**config.mk**
```make
export PLATFORM = sky130hd
export DESIGN_NAME = bled_menu
export DESIGN_NICKNAME = d
export VERILOG_FILES = /design/src/design/bled_pkg.sv /design/src/design/bled_menu.sv
export SDC_FILE = /design/constraint.sdc
export NUM_CORES = 1
export LEC_CHECK = 0
export ABC_CLOCK_PERIOD_IN_PS = 8400
export BUFFER_PORTS_ARGS = -buffer_cell sky130_fd_sc_hd__buf_2
export CAP_MARGIN = 40
export CORE_UTILIZATION = 65
export DETAILED_ROUTE_END_ITERATION = 7
export PLACE_DENSITY = 0.94
export SLEW_MARGIN = 10
export SYNTH_ARGS = -nofsm -noshare
export SYNTH_HDL_FRONTEND = slang
export SYNTH_SLANG_ARGS = --single-unit
```
**constraint.sdc**
```tcl
create_clock -name clk_sys -period 8.4 [get_ports clk_sys]
set_input_delay 1.26 -clock clk_sys [delete_from_list [all_inputs] [get_ports clk_sys]]
set_output_delay 1.26 -clock clk_sys [all_outputs]
set_load 0.01 [all_outputs]
```
**src/design/bled_pkg.sv**
```systemverilog
/*
 * Constants and types for the push-button / LED / beeper menu block.
 * Assumes a 40 MHz system clock; all times are held in milliseconds
 * and turned into cycles through the millisecond tick count.
 */
package bled_pkg;

	// clock rate and the millisecond tick derived from it
	localparam int BLED_CLK_HZ = 40_000_000;
	localparam int BLED_MS_CYC = BLED_CLK_HZ / 1000;

	// times in milliseconds
	localparam int BLED_DEB_MS = 20;
	localparam int BLED_STEP_MS = 1000;
	localparam int BLED_BLINK_MS = 250;
	localparam int BLED_DLY_MS = 500;
	localparam int BLED_SETUP_TO_MS = 5000;
	localparam int BLED_TEST_TO_MS = 180000;
	localparam int BLED_LEARN_TO_MS = 180000;
	localparam int BLED_BEEP_SHORT_MS = 100;
	localparam int BLED_BEEP_GAP_MS = 100;
	localparam int BLED_BEEP_LONG_MS = 1000;

	// counter widths
	localparam int BLED_TW = 18;
	localparam int BLED_BW = 10;

	// beep counts
	localparam logic [1:0] BLED_BEEPS_OK = 2'h3;
	localparam logic [1:0] BLED_BEEPS_FAIL = 2'h1;

	// led positions; function led index equals the menu selection
	localparam int BLED_LED_READY = 0;
	localparam int BLED_LED_GOOD = 1;
	localparam int BLED_LED_TRIG = 2;
	localparam int BLED_LED_LINK = 3;
	localparam int BLED_LED_STATUS = 4;

	// menu selections in cycle order
	localparam logic [1:0] BLED_FN_TEST = 2'h0;
	localparam logic [1:0] BLED_FN_AIM = 2'h1;
	localparam logic [1:0] BLED_FN_SETUP = 2'h2;
	localparam logic [1:0] BLED_FN_LEARN = 2'h3;

	typedef enum logic [2:0] {
		ST_IDLE,
		ST_MENU,
		ST_TEST,
		ST_AIM,
		ST_AIM_X,
		ST_SETUP,
		ST_LEARN,
		ST_LEARN_X
	} bled_state_t;

endpackage

```
**src/design/bled_menu.sv**
```systemverilog
/*
 * Single-button function menu with five leds and a beeper.
 * Engines for reading, aiming, calibration and learning sit on the
 * same clock and talk through one-cycle pulses and levels; the button is a pin.
 */
// Function
// [RULE1] Status led lights at once on press
// [RULE2] Hold cycles leds; release enters lit function
// [RULE3] Cycle order test, aim, setup, learn
// [RULE4] Test mode shows read rate bar graph
// [RULE5] Test no-read: only status led blinks
// [RULE6] One press leaves test mode
// [RULE7] Test mode ends after three minutes
// [RULE8] Aim: lasers on, aim led blinks
// [RULE9] Liquid lens: autofocus after short delay
// [RULE10] Press in aim: delayed cancel, lasers off
// [RULE11] Setup led blinks until calibration ends
// [RULE12] Calibration ok: stop blink, three high beeps
// [RULE13] Calibration 5 s timeout: long low beep
// [RULE14] Learn led blinks until learning ends
// [RULE15] Learn ok: good spot, three high beeps
// [RULE16] Learn 3 min timeout: long low beep
// [RULE17] Press in learn cancels after delay
// [RULE18] Error: status and ready blink together
// [RULE19] Diagnostic message only when enabled
// [RULE20] Debounced press counts as one event
// [RULE21] Error pattern keeps other leds off
`timescale 1ns/1ps
`default_nettype none
module bled_menu import bled_pkg::*; #(
	parameter int MS_CYCLES = BLED_MS_CYC,
	parameter int TEST_TO_MS = BLED_TEST_TO_MS,
	parameter int LEARN_TO_MS = BLED_LEARN_TO_MS
) (
	// clock, reset, freeze
	input wire logic clk_sys,
	input wire logic reset,
	input wire logic clk_en,
	// operator side
	input wire logic button_n,
	input wire logic lens_fitted,
	output logic led_ready,
	output logic led_good,
	output logic led_trigger,
	output logic link_activity_led,
	output logic led_status,
	output logic beep_on,
	output logic beep_high,
	// engine status
	input wire logic no_read,
	input wire logic [2:0] rate_level,
	input wire logic cal_ok,
	input wire logic learn_ok,
	input wire logic error_present,
	input wire logic diag_en,
	// engine commands
	output logic laser_on,
	output logic af_start,
	output logic af_cancel,
	output logic cal_start,
	output logic cal_abort,
	output logic learn_start,
	output logic learn_abort,
	output logic diag_send
);

	logic [1:0] btn_sync_q;
	logic [1:0] lens_sync_q;
	logic [31:0] ms_cnt_q;
	logic tick_q;
	logic [7:0] deb_q;
	logic btn_db_q, btn_prev_q, press_q, rel_q;
	logic [BLED_TW-1:0] blink_cnt_q;
	logic blink_q;
	bled_state_t st_q;
	logic [1:0] sel_q;
	logic [BLED_TW-1:0] tmr_q;
	logic laser_q, af_done_q, af_start_q, af_cancel_q;
	logic cal_start_q, cal_abort_q, learn_start_q, learn_abort_q;
	logic beep_go_q, beep_long_q, spot_go_q;
	logic [1:0] left_q;
	logic bon_q, bhigh_q, spot_q;
	logic [BLED_BW-1:0] btmr_q;
	logic err_prev_q, diag_q;
	logic [4:0] leds_d, leds_q;

	// thermometer code for the read-rate bar
	function automatic logic [4:0] bled_bar(input logic [2:0] r);
		case (r)
			3'h0: bled_bar = 5'h00;
			3'h1: bled_bar = 5'h01;
			3'h2: bled_bar = 5'h03;
			3'h3: bled_bar = 5'h07;
			3'h4: bled_bar = 5'h0F;
			default: bled_bar = 5'h1F;
		endcase
	endfunction

	// pin synchronisers; first stage feeds only the second
	always_ff @(posedge clk_sys or posedge reset) begin
		if (reset) begin
			btn_sync_q <= 2'h0;
			lens_sync_q <= 2'h0;
		end else if (clk_en) begin
			btn_sync_q <= {btn_sync_q[0], ~button_n};
			lens_sync_q <= {lens_sync_q[0], lens_fitted};
		end
	end

	// millisecond tick shared by every timer
	always_ff @(posedge clk_sys or posedge reset) begin
		if (reset) begin
			ms_cnt_q <= 32'h0;
			tick_q <= 1'b0;
		end else if (clk_en) begin
			tick_q <= (ms_cnt_q == 32'(MS_CYCLES - 1));
			if (ms_cnt_q == 32'(MS_CYCLES - 1))
				ms_cnt_q <= 32'h0;
			else
				ms_cnt_q <= ms_cnt_q + 32'h1;
		end
	end

	// [RULE20] debounce, edge pulses
	always_ff @(posedge clk_sys or posedge reset) begin
		if (reset) begin
			deb_q <= 8'h0;
			btn_db_q <= 1'b0;
			btn_prev_q <= 1'b0;
			press_q <= 1'b0;
			rel_q <= 1'b0;
		end else if (clk_en) begin
			btn_prev_q <= btn_db_q;
			press_q <= btn_db_q & ~btn_prev_q;
			rel_q <= ~btn_db_q & btn_prev_q;
			if (btn_sync_q[1] == btn_db_q) begin
				deb_q <= 8'h0;
			end else if (tick_q) begin
				if (deb_q == 8'(BLED_DEB_MS - 1)) begin
					btn_db_q <= btn_sync_q[1];
					deb_q <= 8'h0;
				end else begin
					deb_q <= deb_q + 8'h1;
				end
			end
		end
	end

	// blink square wave, common phase for all leds
	always_ff @(posedge clk_sys or posedge reset) begin
		if (reset) begin
			blink_cnt_q <= '0;
			blink_q <= 1'b0;
		end else if (clk_en && tick_q) begin
			if (blink_cnt_q == BLED_TW'(BLED_BLINK_MS - 1)) begin
				blink_cnt_q <= '0;
				blink_q <= ~blink_q;
			end else begin
				blink_cnt_q <= blink_cnt_q + 1'b1;
			end
		end
	end

	// function state machine with its millisecond timer
	always_ff @(posedge clk_sys or posedge reset) begin
		if (reset) begin
			st_q <= ST_IDLE;
			sel_q <= BLED_FN_TEST;
			tmr_q <= '0;
			laser_q <= 1'b0;
			af_done_q <= 1'b0;
			af_start_q <= 1'b0;
			af_cancel_q <= 1'b0;
			cal_start_q <= 1'b0;
			cal_abort_q <= 1'b0;
			learn_start_q <= 1'b0;
			learn_abort_q <= 1'b0;
			beep_go_q <= 1'b0;
			beep_long_q <= 1'b0;
			spot_go_q <= 1'b0;
		end else if (clk_en) begin
			af_start_q <= 1'b0;
			af_cancel_q <= 1'b0;
			cal_start_q <= 1'b0;
			cal_abort_q <= 1'b0;
			learn_start_q <= 1'b0;
			learn_abort_q <= 1'b0;
			beep_go_q <= 1'b0;
			spot_go_q <= 1'b0;
			if (tick_q)
				tmr_q <= tmr_q + 1'b1;
			case (st_q)
				ST_IDLE: begin
					if (press_q) begin
						st_q <= ST_MENU;
						sel_q <= BLED_FN_TEST;
						tmr_q <= '0;
					end
				end
				ST_MENU: begin
					// [RULE2] release enters the lit function
					if (rel_q) begin
						tmr_q <= '0;
						case (sel_q)
							BLED_FN_TEST: st_q <= ST_TEST;
							BLED_FN_AIM: begin
								st_q <= ST_AIM;
								laser_q <= 1'b1;
								af_done_q <= 1'b0;
							end
							BLED_FN_SETUP: begin
								st_q <= ST_SETUP;
								cal_start_q <= 1'b1;
							end
							default: begin
								st_q <= ST_LEARN;
								learn_start_q <= 1'b1;
							end
						endcase
					// [RULE3] step to next function
					end else if (tick_q &&
					    tmr_q == BLED_TW'(BLED_STEP_MS - 1)) begin
						sel_q <= sel_q + 2'h1;
						tmr_q <= '0;
					end
				end
				ST_TEST: begin
					// [RULE6] [RULE7] press or timeout
					if (press_q || (tick_q &&
					    tmr_q == BLED_TW'(TEST_TO_MS - 1)))
						st_q <= ST_IDLE;
				end
				ST_AIM: begin
					if (press_q) begin
						st_q <= ST_AIM_X;
						tmr_q <= '0;
					// [RULE9] autofocus after delay
					end else if (tick_q && lens_sync_q[1] &&
					    !af_done_q &&
					    tmr_q == BLED_TW'(BLED_DLY_MS - 1)) begin
						af_start_q <= 1'b1;
						af_done_q <= 1'b1;
					end
				end
				ST_AIM_X: begin
					// [RULE10] delayed cancel, lasers off
					if (tick_q && tmr_q == BLED_TW'(BLED_DLY_MS - 1)) begin
						af_cancel_q <= af_done_q;
						laser_q <= 1'b0;
						st_q <= ST_IDLE;
					end
				end
				ST_SETUP: begin
					// [RULE12] success beats a coincident timeout
					if (cal_ok) begin
						beep_go_q <= 1'b1;
						beep_long_q <= 1'b0;
						st_q <= ST_IDLE;
					// [RULE13] abandon, long beep
					end else if (tick_q &&
					    tmr_q == BLED_TW'(BLED_SETUP_TO_MS - 1)) begin
						cal_abort_q <= 1'b1;
						beep_go_q <= 1'b1;
						beep_long_q <= 1'b1;
						st_q <= ST_IDLE;
					end
				end
				ST_LEARN: begin
					// [RULE15] success with good spot
					if (learn_ok) begin
						beep_go_q <= 1'b1;
						beep_long_q <= 1'b0;
						spot_go_q <= 1'b1;
						st_q <= ST_IDLE;
					end else if (press_q) begin
						st_q <= ST_LEARN_X;
						tmr_q <= '0;
					// [RULE16] abandon, long beep
					end else if (tick_q &&
					    tmr_q == BLED_TW'(LEARN_TO_MS - 1)) begin
						learn_abort_q <= 1'b1;
						beep_go_q <= 1'b1;
						beep_long_q <= 1'b1;
						st_q <= ST_IDLE;
					end
				end
				ST_LEARN_X: begin
					// [RULE17] delayed learn cancel
					if (tick_q && tmr_q == BLED_TW'(BLED_DLY_MS - 1)) begin
						learn_abort_q <= 1'b1;
						st_q <= ST_IDLE;
					end
				end
				default: st_q <= ST_IDLE;
			endcase
		end
	end

	// beep sequencer; spot stays lit while the beeps play
	always_ff @(posedge clk_sys or posedge reset) begin
		if (reset) begin
			left_q <= 2'h0;
			bon_q <= 1'b0;
			bhigh_q <= 1'b0;
			btmr_q <= '0;
			spot_q <= 1'b0;
		end else if (clk_en) begin
			if (beep_go_q) begin
				left_q <= beep_long_q ? BLED_BEEPS_FAIL : BLED_BEEPS_OK;
				bon_q <= 1'b1;
				bhigh_q <= ~beep_long_q;
				btmr_q <= '0;
				spot_q <= spot_go_q;
			end else if (bon_q) begin
				if (tick_q) begin
					if (btmr_q == (bhigh_q ?
					    BLED_BW'(BLED_BEEP_SHORT_MS - 1) :
					    BLED_BW'(BLED_BEEP_LONG_MS - 1))) begin
						bon_q <= 1'b0;
						left_q <= left_q - 2'h1;
						btmr_q <= '0;
					end else begin
						btmr_q <= btmr_q + 1'b1;
					end
				end
			end else if (left_q != 2'h0) begin
				if (tick_q) begin
					if (btmr_q == BLED_BW'(BLED_BEEP_GAP_MS - 1)) begin
						bon_q <= 1'b1;
						btmr_q <= '0;
					end else begin
						btmr_q <= btmr_q + 1'b1;
					end
				end
			end else begin
				spot_q <= 1'b0;
			end
		end
	end

	// [RULE19] diagnostic report on new error, only if enabled
	always_ff @(posedge clk_sys or posedge reset) begin
		if (reset) begin
			err_prev_q <= 1'b0;
			diag_q <= 1'b0;
		end else if (clk_en) begin
			err_prev_q <= error_present;
			diag_q <= error_present & ~err_prev_q & diag_en;
		end
	end

	// led pattern per state
	always_comb begin
		leds_d = 5'h00;
		case (st_q)
			ST_IDLE: begin
				// [RULE18] [RULE21] error pattern
				if (error_present) begin
					leds_d[BLED_LED_READY] = blink_q;
					leds_d[BLED_LED_STATUS] = blink_q;
				end else begin
					leds_d[BLED_LED_READY] = 1'b1;
					leds_d[BLED_LED_GOOD] = spot_q;
				end
			end
			ST_MENU: begin
				// [RULE1] status feedback while held
				leds_d[BLED_LED_STATUS] = 1'b1;
				leds_d[sel_q] = 1'b1;
			end
			ST_TEST: begin
				// [RULE4] [RULE5] bar graph or no-read blink
				if (no_read)
					leds_d[BLED_LED_STATUS] = blink_q;
				else
					leds_d = bled_bar(rate_level);
			end
			// [RULE8] aim led blinks
			ST_AIM, ST_AIM_X: leds_d[BLED_LED_GOOD] = blink_q;
			// [RULE11] setup led blinks
			ST_SETUP: leds_d[BLED_LED_TRIG] = blink_q;
			// [RULE14] learn led blinks
			ST_LEARN, ST_LEARN_X: leds_d[BLED_LED_LINK] = blink_q;
			default: leds_d = 5'h00;
		endcase
	end

	// registered leds keep outputs glitch free
	always_ff @(posedge clk_sys or posedge reset) begin
		if (reset)
			leds_q <= 5'h00;
		else if (clk_en)
			leds_q <= leds_d;
	end

	// outputs, all straight from flip-flops
	assign led_ready = leds_q[BLED_LED_READY];
	assign led_good = leds_q[BLED_LED_GOOD];
	assign led_trigger = leds_q[BLED_LED_TRIG];
	assign link_activity_led = leds_q[BLED_LED_LINK];
	assign led_status = leds_q[BLED_LED_STATUS];
	assign beep_on = bon_q;
	assign beep_high = bhigh_q;
	assign laser_on = laser_q;
	assign af_start = af_start_q;
	assign af_cancel = af_cancel_q;
	assign cal_start = cal_start_q;
	assign cal_abort = cal_abort_q;
	assign learn_start = learn_start_q;
	assign learn_abort = learn_abort_q;
	assign diag_send = diag_q;

	// checks
	property p_menu_status;
		@(posedge clk_sys) disable iff (reset)
		(st_q == ST_MENU && clk_en) |=> led_status;
	endproperty
	a_menu_status: assert property (p_menu_status) // [RULE1]
		else $error("status led dark in menu");

	property p_rel_aim;
		@(posedge clk_sys) disable iff (reset)
		(st_q == ST_MENU && rel_q && sel_q == BLED_FN_AIM && clk_en)
		|=> (st_q == ST_AIM && laser_on);
	endproperty
	a_rel_aim: assert property (p_rel_aim) // [RULE2]
		else $error("release did not enter aim");

	property p_sel_step;
		@(posedge clk_sys) disable iff (reset)
		(st_q == ST_MENU && $past(st_q) == ST_MENU &&
		 sel_q != $past(sel_q))
		|-> sel_q == $past(sel_q) + 2'h1;
	endproperty
	a_sel_step: assert property (p_sel_step) // [RULE3]
		else $error("menu skipped a function");

	property p_bar;
		@(posedge clk_sys) disable iff (reset)
		(st_q == ST_TEST && !no_read && clk_en)
		|=> leds_q == bled_bar($past(rate_level));
	endproperty
	a_bar: assert property (p_bar) // [RULE4]
		else $error("bar graph wrong");

	property p_noread;
		@(posedge clk_sys) disable iff (reset)
		(st_q == ST_TEST && no_read && clk_en) |=> leds_q[3:0] == 4'h0;
	endproperty
	a_noread: assert property (p_noread) // [RULE5]
		else $error("leds lit during no read");

	property p_test_exit;
		@(posedge clk_sys) disable iff (reset)
		(st_q == ST_TEST && press_q && clk_en) |=> st_q == ST_IDLE;
	endproperty
	a_test_exit: assert property (p_test_exit) // [RULE6]
		else $error("press did not leave test");

	property p_af_start;
		@(posedge clk_sys) disable iff (reset)
		af_start |-> (st_q == ST_AIM && lens_sync_q[1] && laser_on);
	endproperty
	a_af_start: assert property (p_af_start) // [RULE9]
		else $error("autofocus started outside aim");

	property p_af_cancel;
		@(posedge clk_sys) disable iff (reset)
		af_cancel |-> (!laser_on && st_q == ST_IDLE);
	endproperty
	a_af_cancel: assert property (p_af_cancel) // [RULE10]
		else $error("cancel without lasers off");

	property p_cal_fail;
		@(posedge clk_sys) disable iff (reset)
		cal_abort |-> (beep_long_q && beep_go_q) ##1 (beep_on && !beep_high);
	endproperty
	a_cal_fail: assert property (p_cal_fail) // [RULE13]
		else $error("no long beep on calibration timeout");

	property p_err_leds;
		@(posedge clk_sys) disable iff (reset)
		(st_q == ST_IDLE && error_present && clk_en)
		|=> (leds_q[3:1] == 3'h0 && led_ready == led_status);
	endproperty
	a_err_leds: assert property (p_err_leds) // [RULE18]
		else $error("error pattern wrong");

	property p_diag;
		@(posedge clk_sys) disable iff (reset)
		diag_send |-> $past(diag_en);
	endproperty
	a_diag: assert property (p_diag) // [RULE19]
		else $error("diagnostic sent while disabled");

	property p_press_once;
		@(posedge clk_sys) disable iff (reset)
		press_q |=> !press_q;
	endproperty
	a_press_once: assert property (p_press_once) // [RULE20]
		else $error("press counted twice");

endmodule
`default_nettype wire

```
**Word level (Yosys, flattened, before mapping)**

Cells that the tools add are included.

- Latch bits: 0
- Input bits: 13
- Register bits after elaboration: 124
- Memories kept: 0
- Output and inout bits: 15
- Bits in writable memories: 0
- Word-level logic and storage cells: 238
- Memory bits (read-only): 0

- Eq/ne operators: 42
- Bitwise operators: 11
- Shift operators: 0
- Multiplexer cells: 102
- $add $sub $neg: 7
- Magnitude comparators: 2
- Reductions and logical operators: 41
- Multipliers: 0
- Divide/modulo/power cells: 0

Operators with widths:

| cell | count |
|---|---|
| $mux W18 | 6 |
| $mux W10 | 8 |
| $pmux W18 S3 | 1 |
| $mux W1 | 49 |
| $add A18 B1 Y18 const B | 2 |
| $add A32 B1 Y32 const B | 1 |
| $eq A32 B16 Y1 const B | 1 |
| $mux W32 | 1 |
| $mux W3 | 10 |
| $pmux W5 S5 | 1 |
| $mux W8 | 3 |
| $ne A2 B2 Y1 const B | 11 |
| $pmux W3 S7 | 1 |
| $eq A18 B10 Y1 const B | 1 |
| $eq A18 B13 Y1 const B | 1 |
| $eq A18 B18 Y1 const B | 1 |
| $eq A18 B8 Y1 const B | 1 |
| $eq A18 B9 Y1 const B | 1 |
| $reduce_bool A2 Y1 | 9 |
| $mux W2 | 8 |
| $eq A3 B3 Y1 const B | 5 |
| $ne A3 B3 Y1 const B | 5 |
| $reduce_and A5 Y1 | 3 |
| $eq A3 B2 Y1 const B | 4 |
| 37 further kinds | 71 |

**Depth between registers and ports, before layout**

- Depth in word-level cells: 6
- Gate-level depth with buffers: 8
- Depth with buffers taken out: 7

**Least setup slack after synthesis**

No wires, ideal clock.

- Kind: input-to-reg
- Start point: input clk_en
- End point: register lens_sync_q[0]
- Path buffers: 3
- Cell stages on the path: 4
- Slack: 5802 ps
- Setup time: 125 ps
- Arrival: 2473 ps
- Data required time: 8275 ps
- Cells stage by stage: clkbuf_1 clkbuf_1 buf_1 mux2_2

RTL lines:

| item | line | RTL |
|---|---|---|
| start, declared | bled_menu.sv:38 | `input wire logic clk_en,` |
| end signal, assigned | bled_menu.sv:106 | `lens_sync_q <= {lens_sync_q[0], lens_fitted};` |
| end, declared | bled_menu.sv:68 | `logic [1:0] lens_sync_q;` |

No word-level cell between the ends.

**Final worst setup path**

- Start point: input clk_en
- End point: register btmr_q[3]

- Longest elaborated chain between the ends: 1

RTL lines:

| item | line | RTL |
|---|---|---|
| $reduce_and A4 Y1 (no source line) | - |  |
| end signal, assigned | bled_menu.sv:323 | `btmr_q <= btmr_q + 1'b1;` |
| end signal, assigned | bled_menu.sv:332 | `btmr_q <= btmr_q + 1'b1;` |
| end, declared | bled_menu.sv:83 | `logic [BLED_BW-1:0] btmr_q;` |

No other way between the ends.
A chain may end at the register's enable or synchronous reset.

==> flow_summary_export.csv <==
group,metric,value,unit
worst_hold_path,hold_class,"reg -> reg",
synth,synthTopCellsByArea,"dfrtp_1 48%, xor2_1 5.4%, nor2_1 4.2%",
critical_path,worstSetupEndpointType,"flop",
critical_path,arrival,3.70,ns
critical_path,critPathKind,"in -> reg",
pwr,p_per_area,234.8,nW/µm²
synth,avgSynthCellArea,9.620,µm²
sta,finalHoldViolCount,0,
global_route,antenna_found_initial,0,
detailed_routing,initialDrtViolationCount,542,
cells_and_area,final_cell_area,7322,µm²
clock_network,post_cts_buffers,0,
sta,period_share,0.3875,
clock_network,cts_buffer_depth,2,
detailed_routing,vias,5429,
detailed_routing,antenna_left,0,
clock_network,root_buffer,"clkbuf_8",
pwr,p_leak,3.322,nW
detailed_routing,routed_wl,15450,µm
synth,yosysTopAreaCell,"dfrtp_1",
synth,netlist_top_cells_count,"124 x dfrtp_1, 73 x nor2_1, 68 x nand2_1",
place,port_buffers,27,
sta,worst_pin_slew,0.9912,ns
synth,async_reset_ff_frac,1.000,
detailed_routing,wire_per_inst,18.30,µm
global_route,grt_max_degree,60,
synth,yosysMostFrequentCell,"dfrtp_1",
floorplan,io_pins,28,
clock_network,path_clk_slew,0.06,ns
status,outcome,"finished with violations",
clock_network,insertion_delay,0.53,ns
place,gp_congestion,0.9427,
synth,yosysWarnings,0,
sta,fin_crit,3.255,ns
synth,yosysSeqAreaShare,0.4800,
sta,finalMaxSlewViolations,0,
floorplan,start_util,0.6676,
critical_path,start_kind,"input pin",
cells_and_area,stdcell_count,844,
synth,synth_fp_nets,698,
synth,ys.flop_type,"dfrtp_1",
critical_path,worst-endpoint-required,8.85,ns
clock_network,cts_buffers,17,
sta,finalSetupViolCount,0,
sta,slew_headroom,0.3331,
cells_and_area,diodes,0,
cells_and_area,areaGrowthSynthToFinish,13.26,%
floorplan,die_w,101.7,µm
floorplan,die_height,101.7,µm
global_route,grt_pass1_vias,5354,
clock_network,cts_tree,"built",
cells_and_area,final_core_util,0.7561,
clock_network,ctsHoldBuffers,0,
place,placed_cells_incl_taps,813,
sta,fmax,307.2,MHz
pwr,irDropWorstVdd,0.2972,mV
synth,synth_seq_cells,124,
clock_network,htree_levels,4,
detailed_routing,drc,2,
synth,synth_area,6465,µm²
place,dpl.hpwl,9600,µm
sta,clock_skew,0.006452,ns
place,dpl_cell_area,6720,µm²
global_route,gr-total-overflow,0,
clock_network,cts_resized,0,
cells_and_area,final_nets,725,
clock_network,cts_sinks,124,
synth,synth-edff-count,0,
floorplan,coreArea,9684,µm²
synth,synthCells,672,
floorplan,row_count,36,
detailed_routing,vias_per_cell,6.432,
global_route,track_usage,0.3214,
global_route,grt_pass1_wl,25460,µm
job,cap_violations,0,
cells_and_area,drive_above_1_share,0.1111,
sta,whs,0.4761,ns
detailed_routing,drt_pass1_iterations,8,
synth,ys_types,66,
floorplan,fp.dieArea,10350,µm²
status,violations,"design-rule violations",
synth,netlist.area_leader.share,0.4800,
critical_path,cp_max_fo,50,
sta,tns,0,ns
sta,grt_setup_unrepaired,"no",
==> final cells by class <==
cell class / count / area [µm²]
clock buffers: 25 / 494.2
clock inverters: 6 / 107.6
fillers: 588 / 2362
inverters: 23 / 88.84
multi-input cells: 504 / 3192
flip-flops and latches: 124 / 3103
well taps: 133 / 166.4
repair buffers: 29 / 170.2
==> worst paths after layout <==
kind / from / slack (ns) / depth (start not counted) / end
worst max-delay path: clk_en / 5.14 / 6 / btmr_q[3]
worst min register to register: btn_prev_q / 0.48 / 1 / press_q
min in group asynchronous: reset / 0.81 / 2 / blink_cnt_q[15]
worst max register to register: tick_q / 5.69 / 5 / tmr_q[0]
max in group asynchronous: reset / 6.54 / 4 / ms_cnt_q[27]
worst min-delay path: btn_prev_q / 0.48 / 1 / press_q
==> layer usage <==
layer,vias up,track usage,routed length [µm]
li1,2458,-,-
met1,2675,0.4008,6252
met2,260,0.5301,7869
met3,36,0.09662,1039
met4,0,0.1182,283
met5,-,0,0
==> critical path, cell delays in order <==
cell and delay (ns):
buf_2 0.67, nand2_1 0.48, or3_1 0.58, a21oi_1 0.38, a21oi_1 0.13, mux2i_1 0.18
==> report_power, final <==
group / switching (mW) / internal (mW) / leakage [nW]
Sequential: 0.0816 / 0.646 / 1.62
Clock: 0.254 / 0.489 / 0.294
Combinational: 0.144 / 0.104 / 1.41
==> sequential cells by signal, summed over array words and instances (netlist names), 3 cells and up <==
name,cells
blink_cnt_q,18
btmr_q,10
deb_q,8
leds_q,5
ms_cnt_q,32
st_q,3
tmr_q,18
==> logic make-up (layout without fill, tap and decap cells) <==
family,after synthesis,after routing,share of synthesized area
compound gates,96,96,0.1020
mux,17,17,0.02845
fa+ha+maj,13,13,0.02516
xor+xnor,67,67,0.09077
simple gates,311,311,0.2473
flops,124,124,0.4800
buf+inv,44,83,0.02632
==> through the flow <==
step	setup WS (ns)	power (mW)
5_1_grt	4.931	1.775
3_3_place_gp	4.849	0.9439
4_1_cts	5.217	1.713
2_1_floorplan	3.841	0.8940
6_report	5.145	1.719
3_5_place_dp	4.698	0.9639
==> placed cells by master (no fill, tap or decap), types with 3 or more instances in the layout <==
cell / n
dfrtp_1: 124
nor2_1: 73
nand2_1: 68
xor2_1: 40
nand3_1: 37
xnor2_1: 27
buf_2: 27
nand4_1: 26
o21ai_0: 24
inv_1: 22
nor3_1: 22
a21oi_1: 19
nor4_1: 16
clkbuf_16: 16
ha_1: 13
and3_1: 10
mux2i_1: 9
nor2b_1: 8
nand2b_1: 7
a31oi_1: 7
and2_1: 6
mux2_2: 6
or2_2: 6
clkbuf_8: 6
or3_1: 5
a21o_1: 5
o22ai_1: 5
o2bb2ai_1: 5
or4_1: 4
a22o_1: 4
nand3b_1: 3
and4_1: 3
nor3b_1: 3
a211oi_1: 3
bufinv_16: 3
clkbuf_1: 3
(Power assumes the default switching activity.)
